## config.mk

```make
export PLATFORM = sky130hd
export DESIGN_NAME = lds_sequencer
export DESIGN_NICKNAME = d
export VERILOG_FILES = /design/src/common/lds_pkg.sv /design/src/hw/lds_sequencer.sv /design/src/hw/lds_sync_watch.sv
export SDC_FILE = /design/constraint.sdc
export NUM_CORES = 1
export LEC_CHECK = 0
export ABC_AREA = 1
export ABC_CLOCK_PERIOD_IN_PS = 3600
export BUFFER_PORTS_ARGS = -buffer_cell sky130_fd_sc_hd__buf_2
export CORE_MARGIN = 4
export CORE_UTILIZATION = 50
export DETAILED_ROUTE_END_ITERATION = 10
export PLACE_DENSITY = 0.75
export SYNTH_ARGS = -nofsm -noshare
export SYNTH_HDL_FRONTEND = slang
export SYNTH_SLANG_ARGS = --single-unit
export TNS_END_PERCENT = 50
```

## constraint.sdc

```tcl
create_clock -name ref_clk -period 3.6 [get_ports ref_clk]
set_clock_uncertainty 0.2 [all_clocks]
set_input_delay 0.72 -clock ref_clk [delete_from_list [all_inputs] [get_ports ref_clk]]
set_output_delay 0.72 -clock ref_clk [all_outputs]
set_load 0.03 [all_outputs]
```

## src/common/lds_pkg.sv

```systemverilog
// constants and types for the led driver start-up and sync sequencer
// assumes a 250 MHz reference clock; switching ticks are derived from it
`default_nettype none
package lds_pkg;
    // reference clock
    localparam int unsigned REF_CLK_MHZ = 250;
    localparam int unsigned REF_PERIOD_NS = 4;
    localparam int unsigned NUM_CHAN = 4;
    localparam int unsigned CNT_W = 12;
    // sync loss and stuck-low window, longest time so rounded down
    localparam int unsigned SYNC_LOSS_NS = 7000;
    localparam logic [11:0] SYNC_LOSS_CYC = 12'(SYNC_LOSS_NS / REF_PERIOD_NS);
    // enable_min_on_time, least time so rounded up
    localparam int unsigned ENABLE_MIN_ON_NS = 750;
    localparam logic [7:0] ENABLE_MIN_ON_CYC =
        8'((ENABLE_MIN_ON_NS + REF_PERIOD_NS - 1) / REF_PERIOD_NS);
    // switching frequency clamp, shortest period rounded up
    localparam int unsigned MAX_SW_KHZ = 3500;
    localparam logic [11:0] MIN_SW_CYC =
        12'((REF_CLK_MHZ * 1000 + MAX_SW_KHZ - 1) / MAX_SW_KHZ);
    // led detect window in switching cycles
    localparam int unsigned DETECT_MIN_TICKS = 3000;
    localparam int unsigned DETECT_MAX_TICKS = 4000;
    // enable low time before low-power shutdown, in switching cycles
    localparam int unsigned EN_LOW_TICKS = 32750;
    // default resistor-set period in reference cycles (1 MHz)
    localparam logic [11:0] RSET_PERIOD_DEF = 12'h0fa;
    // reset values
    localparam logic [11:0] CNT_RST = 12'h000;
    localparam logic [3:0] CHAN_RST = 4'h0;

    // sequencer states
    typedef enum logic [3:0] {
        LDS_OFF,
        LDS_WAIT_GATE,
        LDS_ARM,
        LDS_DETECT,
        LDS_SHORT_HALT,
        LDS_SOFT_START,
        LDS_RUN,
        LDS_STUCK_SHUT,
        LDS_LOW_POWER
    } lds_state_e;

    // saturating increment for counters
    function automatic logic [11:0] lds_sat_inc(input logic [11:0] v);
        return (v == 12'hfff) ? v : v + 12'h001;
    endfunction : lds_sat_inc
endpackage : lds_pkg
`default_nettype wire

```

## src/hw/lds_sequencer.sv

```systemverilog
// start-up sequencer and switching clock supervision for a four-channel led driver
// assumes analog comparators and the host pins arrive asynchronously to ref_clk
//
// Operation
// - stay unpowered until supply lockout clears and enable is high.
// - power-up turns on disconnect drive, then checks every sink channel.
// - detect phase starts once the gate comparator reports gate level reached.
// - after pin above 120 mV, wait 3000-4000 switching cycles, then decide.
// - classify: below 70 mV shorted, near 150 mV unused, near 325 mV used.
// - any shorted channel halts power-up; no soft start until released.
// - a released short is checked again before power-up continues.
// - an unused channel is kept out of regulation from then on.
// - soft start uses soft-start sink current and reduced switch limit.
// - enough sink voltage raises to full current and full switch limit.
// - switching frequency never exceeds 3.5 MHz.
// - sync pin shorted low during operation shuts the device down.
// - no start while sync pin low; start on pin high or sync clock.
// - a detected external clock takes over without touching sink current.
// - lost sync reverts to resistor-set rate, pausing at most about 7 us.
// - sync low over 7 us shuts down: no switching, switch open, sinks off.
// - enable low for 32,750 switching cycles enters low-power mode.
// - sync pin released after the stuck-low shutdown restarts via soft start.
// - lockout clears above 4.35 V; first enable pulse meets minimum on-time.
// - enable low turns off boost and sinks, internal state kept alive.
`default_nettype none
module lds_sequencer #(
    parameter int unsigned DETECT_TICKS = lds_pkg::DETECT_MIN_TICKS,
    parameter int unsigned LOW_POWER_TICKS = lds_pkg::EN_LOW_TICKS
) (
    input wire logic ref_clk,
    input wire logic rstn,
    input wire logic supply_undervoltage_lockout_clear,
    input wire logic enable_pin,
    input wire logic gate_at_level,
    input wire logic [3:0] led_above_arm,
    input wire logic [3:0] led_below_short,
    input wire logic [3:0] led_above_inuse,
    input wire logic sink_sense_ok,
    input wire logic freq_set_sync_pin,
    input wire logic [11:0] rset_period,
    output logic disconnect_on,
    output logic [3:0] sink_enable,
    output logic softstart_sink_current,
    output logic softstart_switch_limit,
    output logic boost_pulse,
    output logic sync_mode,
    output logic [3:0] channel_used,
    output logic [3:0] channel_short,
    output logic stuck_shutdown,
    output logic low_power
);
    localparam int unsigned SYN_W = 17;

    // synchroniser stages
    logic [SYN_W-1:0] meta;
    logic [SYN_W-1:0] syn;
    logic s_supply_undervoltage_lockout;
    logic s_en;
    logic s_gate;
    logic [3:0] s_arm;
    logic [3:0] s_short;
    logic [3:0] s_inuse;
    logic s_sense;
    logic s_sync;

    // sync watch results
    logic sync_rise;
    logic sync_present;
    logic stuck_low;

    // switching clock state
    logic [11:0] sw_cnt;
    logic [11:0] next_sw_cnt;
    logic next_sync_mode;
    logic [11:0] eff_period;
    logic tick;

    // sequencer state
    lds_pkg::lds_state_e state;
    lds_pkg::lds_state_e next_state;
    logic [11:0] det_cnt;
    logic [11:0] next_det_cnt;
    logic [7:0] en_on_cnt;
    logic [7:0] next_en_on_cnt;
    logic [14:0] en_low_cnt;
    logic [14:0] next_en_low_cnt;
    logic [3:0] next_channel_used;
    logic [3:0] next_channel_short;
    logic pin_ok;

    // output next values
    logic next_disconnect_on;
    logic [3:0] next_sink_enable;
    logic next_ss_current;
    logic next_ss_limit;
    logic next_boost_pulse;
    logic next_stuck_shutdown;
    logic next_low_power;
    logic boost_run;

    // two flops on every asynchronous input before any logic reads it
    always_ff @(posedge ref_clk) begin
        if (!rstn) begin
            meta <= 17'h00001; // sync pin stage resets to its idle high level
            syn <= 17'h00001;
        end else begin
            meta <= {supply_undervoltage_lockout_clear, enable_pin, gate_at_level, led_above_arm,
                     led_below_short, led_above_inuse, sink_sense_ok, freq_set_sync_pin};
            syn <= meta;
        end
    end

    assign {s_supply_undervoltage_lockout, s_en, s_gate, s_arm, s_short, s_inuse, s_sense, s_sync} = syn;

    // sync edge, clock presence and stuck-low detection
    lds_sync_watch #(
        .LOSS_CYC(lds_pkg::SYNC_LOSS_CYC)
    ) u_watch (
        .ref_clk(ref_clk),
        .rstn(rstn),
        .sync_level(s_sync),
        .sync_rise(sync_rise),
        .sync_present(sync_present),
        .stuck_low(stuck_low)
    );

    // resistor-set period, never shorter than the frequency clamp
    assign eff_period = (rset_period < lds_pkg::MIN_SW_CYC) ?
                        lds_pkg::MIN_SW_CYC : rset_period;

    // switching tick from the internal divider or the external clock
    always_comb begin
        if (sync_mode) begin
            // sync edges closer than the clamp are skipped
            tick = sync_rise && (sw_cnt >= lds_pkg::MIN_SW_CYC - 12'h001);
        end else begin
            tick = (sw_cnt >= eff_period - 12'h001);
        end
        // a lost clock gives no ticks until the watch times out
        next_sync_mode = sync_present;
        if (tick || (next_sync_mode != sync_mode)) begin
            next_sw_cnt = lds_pkg::CNT_RST;
        end else begin
            next_sw_cnt = lds_pkg::lds_sat_inc(sw_cnt);
        end
    end

    // switching clock registers
    always_ff @(posedge ref_clk) begin
        if (!rstn) begin
            sw_cnt <= lds_pkg::CNT_RST;
            sync_mode <= 1'b0;
        end else begin
            sw_cnt <= next_sw_cnt;
            sync_mode <= next_sync_mode;
        end
    end

    // pin released high or carrying a clock
    assign pin_ok = s_sync | sync_present;

    // power-up sequence
    always_comb begin
        next_state = state;
        next_det_cnt = det_cnt;
        next_en_on_cnt = en_on_cnt;
        next_en_low_cnt = en_low_cnt;
        next_channel_used = channel_used;
        next_channel_short = channel_short;
        // enable low time counted in switching cycles
        if (s_en || state == lds_pkg::LDS_OFF || state == lds_pkg::LDS_LOW_POWER) begin
            next_en_low_cnt = '0;
        end else if (tick && en_low_cnt != 15'h7fff) begin
            next_en_low_cnt = en_low_cnt + 15'h0001;
        end
        case (state)
            lds_pkg::LDS_OFF: begin
                // first enable pulse must meet the minimum on-time
                if (!s_en) begin
                    next_en_on_cnt = 8'h00;
                end else if (en_on_cnt != 8'hff) begin
                    next_en_on_cnt = en_on_cnt + 8'h01;
                end
                if (s_supply_undervoltage_lockout && s_en && pin_ok &&
                    en_on_cnt >= lds_pkg::ENABLE_MIN_ON_CYC) begin
                    next_state = lds_pkg::LDS_WAIT_GATE;
                end
            end
            lds_pkg::LDS_WAIT_GATE: begin
                if (s_gate) begin
                    next_state = lds_pkg::LDS_ARM;
                end
            end
            lds_pkg::LDS_ARM: begin
                next_det_cnt = lds_pkg::CNT_RST;
                if (|s_arm) begin
                    next_state = lds_pkg::LDS_DETECT;
                end
            end
            lds_pkg::LDS_DETECT: begin
                if (tick) begin
                    next_det_cnt = lds_pkg::lds_sat_inc(det_cnt);
                end
                if (det_cnt >= 12'(DETECT_TICKS)) begin
                    next_channel_short = s_short;
                    next_channel_used = s_inuse & ~s_short;
                    if (|s_short) begin
                        next_state = lds_pkg::LDS_SHORT_HALT;
                    end else begin
                        next_state = lds_pkg::LDS_SOFT_START;
                    end
                end
            end
            lds_pkg::LDS_SHORT_HALT: begin
                next_channel_short = s_short;
                if (~|s_short) begin
                    next_state = lds_pkg::LDS_ARM;
                end
            end
            lds_pkg::LDS_SOFT_START: begin
                if (s_sense) begin
                    next_state = lds_pkg::LDS_RUN;
                end
            end
            lds_pkg::LDS_RUN: begin
                next_state = lds_pkg::LDS_RUN;
            end
            lds_pkg::LDS_STUCK_SHUT: begin
                // a short still latched keeps power-up halted after the restart
                if (!stuck_low && |channel_short) begin
                    next_state = lds_pkg::LDS_SHORT_HALT;
                end else if (!stuck_low) begin
                    next_state = lds_pkg::LDS_SOFT_START;
                end
            end
            lds_pkg::LDS_LOW_POWER: begin
                if (s_en) begin
                    next_state = lds_pkg::LDS_OFF;
                end
            end
            default: begin
                next_state = lds_pkg::LDS_OFF;
            end
        endcase
        // overrides by priority: lockout, low power, stuck-low pin
        if (state != lds_pkg::LDS_OFF && state != lds_pkg::LDS_LOW_POWER) begin
            if (stuck_low && state != lds_pkg::LDS_STUCK_SHUT) begin
                next_state = lds_pkg::LDS_STUCK_SHUT;
            end
            if (en_low_cnt >= 15'(LOW_POWER_TICKS)) begin
                next_state = lds_pkg::LDS_LOW_POWER;
            end
        end
        if (!s_supply_undervoltage_lockout) begin
            next_state = lds_pkg::LDS_OFF;
        end
        if (next_state == lds_pkg::LDS_OFF && state != lds_pkg::LDS_OFF) begin
            next_en_on_cnt = 8'h00;
        end
    end

    // sequencer registers
    always_ff @(posedge ref_clk) begin
        if (!rstn) begin
            state <= lds_pkg::LDS_OFF;
            det_cnt <= lds_pkg::CNT_RST;
            en_on_cnt <= 8'h00;
            en_low_cnt <= 15'h0000;
            channel_used <= lds_pkg::CHAN_RST;
            channel_short <= lds_pkg::CHAN_RST;
        end else begin
            state <= next_state;
            det_cnt <= next_det_cnt;
            en_on_cnt <= next_en_on_cnt;
            en_low_cnt <= next_en_low_cnt;
            channel_used <= next_channel_used;
            channel_short <= next_channel_short;
        end
    end

    // pin drive decoded from state; enable low stops boost and sinks
    always_comb begin
        boost_run = s_en && (state == lds_pkg::LDS_SOFT_START ||
                             state == lds_pkg::LDS_RUN);
        next_disconnect_on = !(state == lds_pkg::LDS_OFF ||
                               state == lds_pkg::LDS_STUCK_SHUT ||
                               state == lds_pkg::LDS_LOW_POWER);
        next_sink_enable = boost_run ? channel_used : 4'h0;
        next_ss_current = (state != lds_pkg::LDS_RUN);
        next_ss_limit = (state != lds_pkg::LDS_RUN);
        next_boost_pulse = tick && boost_run;
        next_stuck_shutdown = (state == lds_pkg::LDS_STUCK_SHUT);
        next_low_power = (state == lds_pkg::LDS_LOW_POWER);
    end

    // output registers
    always_ff @(posedge ref_clk) begin
        if (!rstn) begin
            disconnect_on <= 1'b0;
            sink_enable <= 4'h0;
            softstart_sink_current <= 1'b1;
            softstart_switch_limit <= 1'b1;
            boost_pulse <= 1'b0;
            stuck_shutdown <= 1'b0;
            low_power <= 1'b0;
        end else begin
            disconnect_on <= next_disconnect_on;
            sink_enable <= next_sink_enable;
            softstart_sink_current <= next_ss_current;
            softstart_switch_limit <= next_ss_limit;
            boost_pulse <= next_boost_pulse;
            stuck_shutdown <= next_stuck_shutdown;
            low_power <= next_low_power;
        end
    end
endmodule : lds_sequencer
`default_nettype wire

```

## src/hw/lds_sync_watch.sv

```systemverilog
// watches the synchronised freq_set_sync_pin level on the reference clock
// assumes its input has already passed a two-flop synchroniser
`default_nettype none
module lds_sync_watch #(
    parameter logic [11:0] LOSS_CYC = lds_pkg::SYNC_LOSS_CYC
) (
    input wire logic ref_clk,
    input wire logic rstn,
    input wire logic sync_level,
    output logic sync_rise,
    output logic sync_present,
    output logic stuck_low
);
    logic prev_level;
    logic seen_edge;
    logic [11:0] gap_cnt;
    logic [11:0] low_cnt;
    logic next_prev_level;
    logic next_seen_edge;
    logic next_present;
    logic [11:0] next_gap_cnt;
    logic [11:0] next_low_cnt;

    // edge found on the already synchronised level
    assign sync_rise = sync_level & ~prev_level;
    // held low longer than the window means stuck low
    assign stuck_low = (low_cnt > LOSS_CYC);

    // windows timed on the internal clock so they run without sync edges
    always_comb begin
        next_prev_level = sync_level;
        next_gap_cnt = sync_rise ? lds_pkg::CNT_RST : lds_pkg::lds_sat_inc(gap_cnt);
        next_low_cnt = sync_level ? lds_pkg::CNT_RST : lds_pkg::lds_sat_inc(low_cnt);
        next_seen_edge = seen_edge;
        next_present = sync_present;
        if (sync_rise) begin
            next_seen_edge = 1'b1;
            // two edges inside the window make a clock
            if (seen_edge && gap_cnt < LOSS_CYC) begin
                next_present = 1'b1;
            end
        end else if (gap_cnt >= LOSS_CYC) begin
            next_present = 1'b0;
            next_seen_edge = 1'b0;
        end
    end

    // state registers
    always_ff @(posedge ref_clk) begin
        if (!rstn) begin
            prev_level <= 1'b1; // pin idles high, so no false edge after reset
            seen_edge <= 1'b0;
            sync_present <= 1'b0;
            gap_cnt <= lds_pkg::CNT_RST;
            low_cnt <= lds_pkg::CNT_RST;
        end else begin
            prev_level <= next_prev_level;
            seen_edge <= next_seen_edge;
            sync_present <= next_present;
            gap_cnt <= next_gap_cnt;
            low_cnt <= next_low_cnt;
        end
    end
endmodule : lds_sync_watch
`default_nettype wire

```

==> results_dict.tcl <==
set metrics [dict create \
    postSynth.asyncResetShare_pct 0 \
    syn-num-nets 1026 \
    dieWidth_um 125 \
    ys.flop_type "dfxtp_1" \
    gp_congestion 0.885 \
    grt_pass1_vias 5408 \
    cp-end-kind "flop" \
    num_vias 5976 \
    n_fill_cell 1227 \
    rr_worst_depth 12 \
    crit_fanout 11 \
    cts_buffers 17 \
    seq_area_frac_synth_pct 38.0 \
    wl_per_cell_um 11.4 \
    nNetsFinal 1101 \
    hold_viol_final 0 \
    worstMarginPinSlew_ns 0.548 \
    placed_area_um2 7380 \
    synth_xor_area_share_pct 6.14 \
    grt_pass1_wl_um 24200 \
    whs_path_depth 2 \
    drt_iter0_drc 382 \
    grt_usage_pct 18.5 \
    design_area_um2 7940 \
    max_clock_freq_mhz 306 \
    netlist_instances 971 \
    synth-compound-area-share_pct 9.43 \
    dp_slack_ns -0.121 \
    insertion_delay_ns 0.42 \
    ys_warn_count 0 \
    crit_type "in -> reg" \
    ios 50 \
    cts.clk_slew.worst_paths_ns 0.05 \
    io_buffers 49 \
    finalCritPeriodShare_pct 90.6 \
    rows 42 \
    cts_htree_levels 4 \
    cts_root_buffer "clkbuf_16" \
    rsz0062_at_grt "false" \
    synth-simple-area-share_pct 31.5 \
    synth_fa_ha_area_share_pct 4.39 \
    dpl.hpwl_um 10500 \
    outcome "finished, final reports clean" \
    min_path_type "reg -> reg" \
    cts_tree "yes" \
    drive_above_1_share_pct 17.0 \
    setup-violations-final 0 \
    maxSlewHeadroom_pct 63.2 \
    synth-edff-count 0 \
    synth_seq_cells 130 \
    antenna_found_initial 0 \
    leakagePower_nw 3.55 \
    syn_area_um2 6850 \
    diodes 0 \
    startpoint_type "primary input" \
    syn_avg_cell_area_um2 7.05 \
    initial_core_util_pct 51.3 \
    whs_ns 0.207 \
    drt-pass1-iter-count 5 \
    viasPerCell 4.84 \
    clockBufferDepth 2 \
    min_period_ns 3.26 \
    overflow 0 \
    crit_arrival_ns 3.41 \
    dieHeight_um 125 \
    holdBufCountCts 0 \
    detail-route-antenna-nets 0 \
    synth_top_family_by_area "simple AND/OR/NAND/NOR gates" \
    synth_mux_area_share_pct 0 \
    ir_drop_mv 0.313 \
    clock-sinks 130 \
    drcViolationCount 0 \
    required_ns 3.75 \
    dieArea_um2 15600 \
    grt_max_degree 43 \
    max_cap_viol_count 0 \
    netlist-cell-type-count 45 \
    finalWirelength_um 14100 \
    core_um2 13300 \
    area.growth.synth_to_final_pct 16.0 \
    fin_ws_ns 0.337 \
    powerDensity_nw_per_um2 394 \
    drv_slew 0 \
]
==> placed cells by master, fill, tap and decap left out, drive strengths merged <==
cell type and count:
nor2 132, nor3b 2, nand2 226, xnor2 11, a21o 1, or2 3
o211ai 1, a21boi 2, clkinvlp 5, a31o 1, o31ai 2, nor4 3
nand3b 3, nand4 15, o21ai 29, nor3 27, clkbuf 21, xor2 37
dfxtp 130, buf 71, inv 165, a31oi 4, and2 1, nand3 61
a211oi 5, ha 24, clkinv 7, a21oi 69
==> registers in the layout, summed over array words and instances, names as in the netlist, 4 cells and up <==
signal,cells
meta,17
det_cnt,12
en_on_cnt,8
en_low_cnt,15
syn,17
u_watch.gap_cnt,12
channel_used,4
state,4
sink_enable,4
sw_cnt,12
channel_short,4
u_watch.low_cnt,12
==> report_power, final <==
| part | total, mW | internal (mW) | switching, mW |
|---|---|---|---|
| registers | 1.48 | 1.47 | 0.0140 |
| logic | 0.140 | 0.0576 | 0.0827 |
| clock network | 1.50 | 0.902 | 0.602 |
==> cell type report <==
| cell class | count | area (µm²) | share of cell area, % |
|---|---|---|---|
| Inverter | 167 | 632 | 7.96 |
| Clock buffer | 21 | 460 | 5.80 |
| Timing Repair Buffer | 71 | 414 | 5.22 |
| Clock inverter | 10 | 62.6 | 0.788 |
| Tap cell | 176 | 220 | 2.77 |
| Sequential cell | 130 | 2600 | 32.8 |
| Multi-Input combinational cell | 659 | 3550 | 44.7 |
==> cells by family (layout without fill, tap and decap cells) <==
family                   after synthesis  in the layout
flip-flops                           130            130
AND/OR/NAND/NOR                      472            473
adder cells (fa/ha/maj)               24             24
buffers and inverters                183            269
XOR/XNOR                              48             48
AO/OA/AOI/OAI                        114            114
==> through the flow <==
| stage | total power [mW] | std cells | util, % | setup TNS (ns) |
|---|---|---|---|---|
| global route | 3.24 | 1234 | 59.5 | 0 |
| global placement | 1.65 | 1202 | 55.3 | -0.212 |
| detailed placement | 1.65 | 1202 | 55.3 | -3.04 |
| CTS | 3.15 | 1233 | 59.2 | 0 |
| finish | 3.12 | 1234 | 59.5 | 0 |
| floorplan | 1.60 | 971 | - | 0 |
==> cell usage after synthesis (all sizes together), types with 11 or more instances <==
master	count	share of area (%)
nand2	225	13
nand3	61	4.7
buf	12	1.1
ha	24	4.4
dfxtp	130	38
inv	165	9.1
a21oi	69	5.5
nand4	15	1.4
nor2	132	8.4
nor3	27	2.3
o21ai	29	2.1
xor2	37	4.7
xnor2	11	1.4
==> routing by layer <==
| layer | track usage [%] | wire (µm) |
|---|---|---|
| met5 | 0 | 0 |
| met3 | 4.09 | 627 |
| met2 | 29.7 | 6420 |
| met4 | 7.59 | 325 |
| met1 | 24.2 | 6750 |
==> worst paths after layout <==
| check | startpoint | to | slack [ns] |
|---|---|---|---|
| worst min register to register | meta[12]$_SDFF_PN0_ | syn[12]$_SDFF_PN0_ | 0.21 |
| worst min-delay path | meta[12]$_SDFF_PN0_ | syn[12]$_SDFF_PN0_ | 0.21 |
| worst max-delay path | rset_period[8] | det_cnt[2]$_SDFFE_PN0P_ | 0.34 |
| worst max register to register | sw_cnt[7]$_SDFFE_PP0P_ | det_cnt[2]$_SDFFE_PN0P_ | 1.45 |
==> worst max-delay path: stages <==
cell	delay, ns
buf_2	0.11
nor2_2	0.12
nand2_1	0.09
nor3_4	0.15
nand2_4	0.10
inv_2	0.08
nor2_2	0.05
inv_1	0.07
ha_2	0.19
inv_1	0.06
nor2_1	0.13
xor2_1	0.16
ha_1	0.24
nand2_1	0.08
nor2_1	0.06
and2_1	0.14
nand2_1	0.06
nand4_1	0.07
nand2_1	0.11
nand2_4	0.08
nand2_2	0.13
buf_6	0.17
nand3_1	0.08
a21oi_1	0.16
==> timing repair <==
item / in CTS / in global routing
buffers inserted: 0 / 0
setup endpoints to repair: 0 / 21
gates resized for setup: 0 / 6
Note: power is estimated with default switching activity, not from simulation.
